[src/shared/occ_defines.svh]
`ifndef OCC_DEFINES_SVH
`define OCC_DEFINES_SVH

// Register word addresses on the plain register port
`define OCC_ADDR_W        3
`define OCC_ADDR_CTRL     3'h0
`define OCC_ADDR_PRIMARY  3'h1
`define OCC_ADDR_SECOND   3'h2
`define OCC_ADDR_STATUS   3'h3
`define OCC_ADDR_MASK     3'h4

// Control register field positions
`define OCC_BIT_IDLE      13
`define OCC_BIT_FAULT     4
`define OCC_BIT_TSEL      3
`define OCC_MODE_MSB      2
`define OCC_MODE_LSB      0

// Interrupt status and mask bit positions
`define OCC_IRQ_W         2
`define OCC_IRQ_CMP       0
`define OCC_IRQ_FLT       1

// Reset values
`define OCC_ZERO16        16'h0000
`define OCC_ZERO_IRQ      2'h0

`endif

[src/shared/occ_pkg.sv]
package occ_pkg;

  typedef enum logic [2:0] {
    MODE_OFF      = 3'b000,
    MODE_ONE_LOW  = 3'b001,
    MODE_ONE_HIGH = 3'b010,
    MODE_TOGGLE   = 3'b011,
    MODE_DELAYED  = 3'b100,
    MODE_PULSE    = 3'b101,
    MODE_PWM      = 3'b110,
    MODE_PWM_FLT  = 3'b111
  } mode_type;

  typedef struct packed {
    logic       idle_stop_bit;
    logic       timebase_select;
    mode_type   compare_mode_field;
  } ctrl_type;

  typedef struct packed {
    logic [2:0]  addr;
    logic [15:0] wdata;
    logic        wr;
    logic        rd;
  } bus_req_type;

  typedef struct packed {
    logic [15:0] count;
    logic        period_end;
  } timebase_type;

endpackage

[src/logic/compare_match.sv]
`timescale 1ns/1ps
`default_nettype none

module compare_match #(
  parameter int WIDTH = 16
) (
  // Operands
  input  wire logic [WIDTH-1:0] count,
  input  wire logic [WIDTH-1:0] value,
  // Result
  output wire logic             equal
);

  assign equal = (count == value);

endmodule

`default_nettype wire

[src/logic/output_compare_channel.sv]
// Contract
// - Timebase select high picks the second timer, low picks the first.
// - Selected count is compared with one or two values; match changes the pin.
// - Compare matches can raise an interrupt, edge chosen by mode.
// - Mode 000: channel off, no interrupt, pin under port control.
// - Mode 001: start low, match drives high, interrupt on rising edge.
// - Mode 010: start high, match drives low, interrupt on falling edge.
// - Mode 011: keep level, toggle on each match, interrupt on both edges.
// - Mode 100: start low, one single pulse, interrupt on its falling edge.
// - Mode 101: start low, repeating pulses, interrupt on each falling edge.
// - Mode 110: PWM, no fault, no interrupt; PWM starts low iff primary zero.
// - Mode 111: PWM with fault input, interrupt on fault falling edge.
// - Fault status is read-only, set on PWM fault, cleared by hardware only.
// - Idle-stop bit high halts the channel during CPU idle.
//
// Our own choices: the address map and the plain strobed port.
`timescale 1ns/1ps
`default_nettype none
`include "occ_defines.svh"

module output_compare_channel
  import occ_pkg::*;
(
  // Clock, reset, enable
  input  wire logic         clk_sys,
  input  wire logic         rstn,
  input  wire logic         ce,
  // Register port
  input  wire bus_req_type  bus_req,
  output logic [15:0]       rdata,
  // Timer time bases
  input  wire timebase_type first_timebase,
  input  wire timebase_type second_timebase,
  // System and pins
  input  wire logic         cpu_idle,
  input  wire logic         fault_input,
  input  wire logic         gpio_level,
  output logic              compare_output_pin,
  output wire logic         irq
);

  ctrl_type                ctrl_r;
  logic [15:0]             primary_r;
  logic [15:0]             secondary_r;
  logic [`OCC_IRQ_W-1:0]   stat_r;
  logic [`OCC_IRQ_W-1:0]   mask_r;
  logic                    out_r;
  logic                    done_r;
  logic                    flt_r;
  logic                    fault_prev_r;
  logic                    out_nxt;
  logic                    done_nxt;
  logic                    flt_nxt;
  logic [15:0]             rdata_nxt;

  // Decoding
  wire                     ctrl_wr;
  wire                     pri_wr;
  wire                     sec_wr;
  wire                     stat_wr;
  wire                     mask_wr;
  wire mode_type           mode;
  wire mode_type           wmode;
  wire timebase_type       tb;
  wire                     halted;
  wire                     active;
  wire                     is_pwm;
  wire                     m_pri;
  wire                     m_sec;
  wire                     rise;
  wire                     fall;
  wire                     cmp_ev;
  wire                     flt_ev;
  wire                     pwm_load;
  wire [`OCC_IRQ_W-1:0]    irq_set;
  wire [`OCC_IRQ_W-1:0]    irq_clr;
  wire [`OCC_IRQ_W-1:0]    stat_nxt;
  wire [15:0]              ctrl_rd;

  assign ctrl_wr  = bus_req.wr && (bus_req.addr == `OCC_ADDR_CTRL);
  assign pri_wr   = bus_req.wr && (bus_req.addr == `OCC_ADDR_PRIMARY);
  assign sec_wr   = bus_req.wr && (bus_req.addr == `OCC_ADDR_SECOND);
  assign stat_wr  = bus_req.wr && (bus_req.addr == `OCC_ADDR_STATUS);
  assign mask_wr  = bus_req.wr && (bus_req.addr == `OCC_ADDR_MASK);
  assign mode     = ctrl_r.compare_mode_field;
  assign wmode    = mode_type'(bus_req.wdata[`OCC_MODE_MSB:`OCC_MODE_LSB]);

  assign tb       = ctrl_r.timebase_select ? second_timebase : first_timebase;
  assign halted   = ctrl_r.idle_stop_bit && cpu_idle;
  assign active   = !halted && (mode != MODE_OFF);
  assign is_pwm   = (mode == MODE_PWM) || (mode == MODE_PWM_FLT);

  compare_match #(
    .WIDTH (16)
  ) u_match_primary (
    .count (tb.count),
    .value (primary_r),
    .equal (m_pri)
  );

  compare_match #(
    .WIDTH (16)
  ) u_match_secondary (
    .count (tb.count),
    .value (secondary_r),
    .equal (m_sec)
  );

  // Output behaviour per mode; a control write re-initialises the pin state
  always_comb begin
    out_nxt  = out_r;
    done_nxt = done_r;
    flt_nxt  = flt_r;
    if (ctrl_wr) begin
      done_nxt = 1'b0;
      flt_nxt  = 1'b0;
      unique case (wmode)
        MODE_OFF:      out_nxt = 1'b0;
        MODE_ONE_LOW:  out_nxt = 1'b0;
        MODE_ONE_HIGH: out_nxt = 1'b1;
        MODE_TOGGLE:   out_nxt = out_r;
        MODE_DELAYED:  out_nxt = 1'b0;
        MODE_PULSE:    out_nxt = 1'b0;
        MODE_PWM,
        MODE_PWM_FLT:  out_nxt = (primary_r != `OCC_ZERO16);
      endcase
    end else if (active) begin
      unique case (mode)
        MODE_OFF: begin
          out_nxt = out_r;
        end
        MODE_ONE_LOW: begin
          if (m_pri) begin
            out_nxt = 1'b1;
          end
        end
        MODE_ONE_HIGH: begin
          if (m_pri) begin
            out_nxt = 1'b0;
          end
        end
        MODE_TOGGLE: begin
          if (m_pri) begin
            out_nxt = !out_r;
          end
        end
        MODE_DELAYED: begin
          // Secondary wins only while the pulse is high, so with equal values the pulse still ends
          if (!done_r && m_sec && out_r) begin
            out_nxt  = 1'b0;
            done_nxt = 1'b1;
          end else if (!done_r && m_pri) begin
            out_nxt  = 1'b1;
          end
        end
        MODE_PULSE: begin
          if (m_sec) begin
            out_nxt = 1'b0;
          end else if (m_pri) begin
            out_nxt = 1'b1;
          end
        end
        MODE_PWM,
        MODE_PWM_FLT: begin
          if (tb.period_end) begin
            out_nxt = (secondary_r != `OCC_ZERO16);
          end else if (m_pri) begin
            out_nxt = 1'b0;
          end
          // A latched fault holds the output low until the mode is rewritten
          if ((mode == MODE_PWM_FLT) && (!fault_input || flt_r)) begin
            out_nxt = 1'b0;
            flt_nxt = 1'b1;
          end
        end
      endcase
    end
  end

  // Interrupt events: edges of the compare state chosen by the mode, and the fault input falling edge
  assign rise   = out_nxt && !out_r;
  assign fall   = !out_nxt && out_r;
  assign cmp_ev = active && !ctrl_wr && (
                    ((mode == MODE_ONE_LOW) && rise) ||
                    ((mode == MODE_ONE_HIGH) && fall) ||
                    ((mode == MODE_TOGGLE) && (rise || fall)) ||
                    ((mode == MODE_DELAYED) && fall) ||
                    ((mode == MODE_PULSE) && fall));
  assign flt_ev = active && !ctrl_wr && (mode == MODE_PWM_FLT) &&
                  fault_prev_r && !fault_input;

  assign irq_set  = {flt_ev, cmp_ev};
  assign irq_clr  = stat_wr ? bus_req.wdata[`OCC_IRQ_W-1:0] : `OCC_ZERO_IRQ;
  assign stat_nxt = (stat_r & ~irq_clr) | irq_set;
  assign irq      = |(stat_r & mask_r);

  // Timer transfer loses to a software write in the same cycle
  assign pwm_load = active && is_pwm && tb.period_end && !pri_wr;

  assign ctrl_rd  = {2'h0, ctrl_r.idle_stop_bit, 8'h00, flt_r,
                     ctrl_r.timebase_select, ctrl_r.compare_mode_field};

  always_comb begin
    unique case (bus_req.addr)
      `OCC_ADDR_CTRL:    rdata_nxt = ctrl_rd;
      `OCC_ADDR_PRIMARY: rdata_nxt = primary_r;
      `OCC_ADDR_SECOND:  rdata_nxt = secondary_r;
      `OCC_ADDR_STATUS:  rdata_nxt = {14'h0000, stat_r};
      `OCC_ADDR_MASK:    rdata_nxt = {14'h0000, mask_r};
      default:           rdata_nxt = `OCC_ZERO16;
    endcase
  end

  // Registers; the timer must be stopped while these are rewritten
  always_ff @(posedge clk_sys or negedge rstn) begin
    if (!rstn) begin
      ctrl_r <= '0;
    end else if (ce && ctrl_wr) begin
      ctrl_r.idle_stop_bit      <= bus_req.wdata[`OCC_BIT_IDLE];
      ctrl_r.timebase_select    <= bus_req.wdata[`OCC_BIT_TSEL];
      ctrl_r.compare_mode_field <= wmode;
    end
  end

  always_ff @(posedge clk_sys or negedge rstn) begin
    if (!rstn) begin
      primary_r <= `OCC_ZERO16;
    end else if (ce && pri_wr) begin
      primary_r <= bus_req.wdata;
    end else if (ce && pwm_load) begin
      primary_r <= secondary_r;
    end
  end

  always_ff @(posedge clk_sys or negedge rstn) begin
    if (!rstn) begin
      secondary_r <= `OCC_ZERO16;
      mask_r      <= `OCC_ZERO_IRQ;
    end else if (ce) begin
      if (sec_wr) begin
        secondary_r <= bus_req.wdata;
      end
      if (mask_wr) begin
        mask_r <= bus_req.wdata[`OCC_IRQ_W-1:0];
      end
    end
  end

  always_ff @(posedge clk_sys or negedge rstn) begin
    if (!rstn) begin
      stat_r       <= `OCC_ZERO_IRQ;
      out_r        <= 1'b0;
      done_r       <= 1'b0;
      flt_r        <= 1'b0;
      fault_prev_r <= 1'b1;
    end else if (ce) begin
      stat_r       <= stat_nxt;
      out_r        <= out_nxt;
      done_r       <= done_nxt;
      flt_r        <= flt_nxt;
      fault_prev_r <= fault_input;
    end
  end

  // Pin follows the port level while the channel is off
  always_ff @(posedge clk_sys or negedge rstn) begin
    if (!rstn) begin
      compare_output_pin <= 1'b0;
      rdata              <= `OCC_ZERO16;
    end else if (ce) begin
      compare_output_pin <= (mode == MODE_OFF) ? gpio_level : out_r;
      if (bus_req.rd) begin
        rdata <= rdata_nxt;
      end else begin
        rdata <= `OCC_ZERO16;
      end
    end
  end
endmodule

`default_nettype wire

[config.mk]
export PLATFORM = sky130hd
export DESIGN_NAME = output_compare_channel
export DESIGN_NICKNAME = d
export VERILOG_FILES = /design/src/shared/occ_pkg.sv /design/src/logic/compare_match.sv /design/src/logic/output_compare_channel.sv
export VERILOG_INCLUDE_DIRS = /design/src /design/src/shared
export SDC_FILE = /design/constraint.sdc
export NUM_CORES = 1
export LEC_CHECK = 0
export BUFFER_PORTS_ARGS = -buffer_cell sky130_fd_sc_hd__buf_2
export CORE_MARGIN = 2
export CORE_UTILIZATION = 40
export DETAILED_ROUTE_END_ITERATION = 10
export PLACE_DENSITY = 0.65
export SKIP_CTS_REPAIR_TIMING = 1
export SLEW_MARGIN = 20
export SYNTH_ARGS = -nofsm -noshare
export SYNTH_HDL_FRONTEND = slang
export SYNTH_SLANG_ARGS = --single-unit
[constraint.sdc]
create_clock -name clk_sys -period 10.9 [get_ports clk_sys]
set_input_delay 0 -clock clk_sys [delete_from_list [all_inputs] [get_ports clk_sys]]
set_output_delay 0 -clock clk_sys [all_outputs]
set_load 0.005 [all_outputs]
==> impl_metrics.json <==
{
  "fin_setup_tns_ns": 0,
  "total_leakage_power_nw": 1.89,
  "whs_path_depth": 2,
  "gp_congestion": 0.860,
  "cts_root_buf": "clkbuf_8",
  "skew_ns": 0.00890,
  "reg2regPathDepth": 17,
  "grt_use_total_pct": 20.6,
  "io_buffers": 78,
  "cts_buffers": 9,
  "syn_nets": 406,
  "place_ws_ns": 6.32,
  "slew-limit-headroom_pct": 23.3,
  "synth_area_per_cell_um2": 10.9,
  "tightest_slew_ns": 1.15,
  "synth_warnings": 0,
  "synth_top_area_share_pct": 41.2,
  "worstReg2RegEnd": "stat_r[0]",
  "placed_area_um2": 4150,
  "htree_num_levels": 3,
  "hold_slack_ns": 0.0198,
  "cts_sinks": 62,
  "clkSlewWorstSetupHoldPaths_ns": 0.08,
  "crit_type": "register to register",
  "synth_area_leaders": "dfrtp_1 (41%), mux2i_1 (8.6%), xnor2_1 (7.6%), mux2_2 (4.3%), o2bb2ai_1 (3.8%)",
  "syn_area_um2": 3710,
  "syn_to_final_growth_pct": 22.3,
  "fmax_mhz": 234,
  "synth.top_cells.by_count": "dfrtp_1 (61), mux2i_1 (32), xnor2_1 (32)",
  "cts_tree": "built",
  "rrSetupSlack_ns": 6.63,
  "fin_crit_sh_pct": 39.1,
  "overflow": 0,
  "synth_most_common_cell": "dfrtp_1",
  "cp.arrival_ns": 4.54,
  "maxSlewViolCount": 0,
  "syn_inst": 341,
  "ys_async_sr_fraction_pct": 100,
  "place_hpwl_mm": 7.26,
  "post-place-cells": 512,
  "grt_pass1_vias": 3072,
  "hp-start": "ce",
  "fp-row-count": 35,
  "ios": 79,
  "status": "complete, no violations",
  "diodes": 0,
  "yosysSeqAreaShare_pct": 41.9,
  "start_kind": "register",
  "grt_pass1_wl_mm": 16.0,
  "drt_iter0_markers": 127,
  "initial_core_util_pct": 40.7,
  "fin_ws_ns": 6.63,
  "hold_path_class": "primary input to register",
  "drc": 0,
  "fin_crit_ns": 4.27,
  "synthFlopType": "dfrtp_1",
  "worstPathRequired_ns": 11.17,
  "nNetsFinal": 497,
  "avgViaCountPerCell": 5.56,
  "netlist-cell-type-count": 48,
  "setup_viol": 0,
  "drt-wirelength-per-cell_um": 18.2,
  "grt_antenna_before_repair": 0,
  "clock_path_buffers": 2,
  "whs_endpoint": "compare_output_pin",
  "die_w_um": 100,
  "ys_ff_latch": 62,
  "drtAntennaViolNets": 0,
  "clock_latency_ns": 0.35,
  "core_um2": 9110,
  "synth-edff-count": 0,
  "crit_path_end_kind": "register",
  "r2r-start": "ctrl_r[3]",
  "drive_gt1_share_pct": 28.8,
  "max_cap_viol_count": 0,
  "finalHoldViolations": 0,
  "critPathMaxFanout": 19,
  "dr.pass1.iters": 4,
  "fin_area_um2": 4530,
  "dieArea_um2": 10100,
  "grt_max_degree": 63,
  "ir_drop_uv": 83.1,
  "powerDensity_nw_per_um2": 190,
  "rsz0062_at_grt": "false",
  "finalNonFillerCells": 548,
  "totalWireLength_mm": 9.99,
  "yosys.area.top_type": "dfrtp_1",
  "die_h_um": 100,
  "vias": 3049
}
-- critical path, cell delays in order (launching register included) --
cell	delay, ns
dfrtp_2	0.79
mux2i_1	0.41
xnor2_1	0.11
nor4_1	0.31
nand4_1	0.25
ha_1	0.33
mux2_1	0.30
a21oi_1	0.14
o22ai_1	0.09
a211oi_1	0.21
o21ai_1	0.09
nand3b_1	0.20
o21a_1	0.14
ha_1	0.27
nand2_1	0.06
o21ai_0	0.08
o31a_1	0.24
o21ai_0	0.15
-- cell type report --
class / instances / area (um^2)
fillers: 874 / 4580
multi-input cells: 256 / 2050
flip-flops and latches: 62 / 1550
repair buffers: 99 / 598
well taps: 111 / 139
clock buffers: 9 / 124
clock inverters: 7 / 55.1
inverters: 4 / 15.0
-- cell families after synthesis --
| family | synth area share (%) |
|---|---|
| AND/OR/NAND/NOR | 12.6 |
| XOR/XNOR | 7.56 |
| adder cells (fa/ha/maj) | 1.35 |
| multiplexers | 20.4 |
| flip-flops | 41.9 |
| AO/OA/AOI/OAI | 13.0 |
| buffers and inverters | 3.17 |
-- how the worst max path moves through the flow --
stage / from / endpoint / cells past startpoint
2_1_floorplan: ctrl_r[3] / stat_r[0] / 19
3_3_place_gp: ctrl_r[3] / stat_r[0] / 17
3_5_place_dp: ctrl_r[3] / stat_r[0] / 17
4_1_cts: ctrl_r[3] / stat_r[0] / 17
5_1_grt: ctrl_r[3] / stat_r[0] / 17
6_report: ctrl_r[3] / stat_r[0] / 17
-- layer usage --
metal | global-route usage, % | vias to the layer above | share of wire [%] | wire length [um]
li1 | - | 1430 | - | -
met1 | 27.5 | 1509 | 44 | 4420
met2 | 33.4 | 96 | 50 | 4960
met3 | 5.29 | 14 | 4.6 | 461
met4 | 5.58 | 0 | 1.5 | 153
met5 | 0 | - | 0 | 0
-- flip-flops by register name, summed over array words and instances, names as in the netlist --
name                flops
flt_r                   1
compare_output_pin      1
ctrl_r                  2
done_r                  1
fault_prev_r            1
secondary_r            16
rdata                  16
primary_r              16
stat_r                  2
mode                    3
out_r                   1
mask_r                  2
-- per-stage QoR --
step	power, mW	utilization (%)
floorplan	0.575	-
global placement	0.659	45.5
detailed placement	0.668	45.6
CTS	0.860	47.5
global route	0.916	49.8
finish	0.861	49.8
-- placed cells by master (no fill, tap or decap), types with 5 or more instances in the layout --
cell type	netlist	routed
clkbuf_8	0	9
nor4_1	10	10
buf_2	6	78
dfrtp_1	61	60
nor3b_1	5	5
nand2_1	12	12
nor2_1	24	24
mux2_1	11	11
dlygate4sd3_1	0	20
nor2b_1	6	6
mux2_2	14	14
o2bb2ai_1	16	16
a21oi_1	24	24
xnor2_1	32	32
a22oi_1	10	10
mux2i_1	32	32
o21ai_0	5	5
-- power by group --
group,internal (mW),total (mW),switching (mW)
clock network,0.0851,0.189,0.104
registers,0.292,0.398,0.106
logic,0.150,0.274,0.123
No activity file was read; power rests on OpenSTA's default activity.
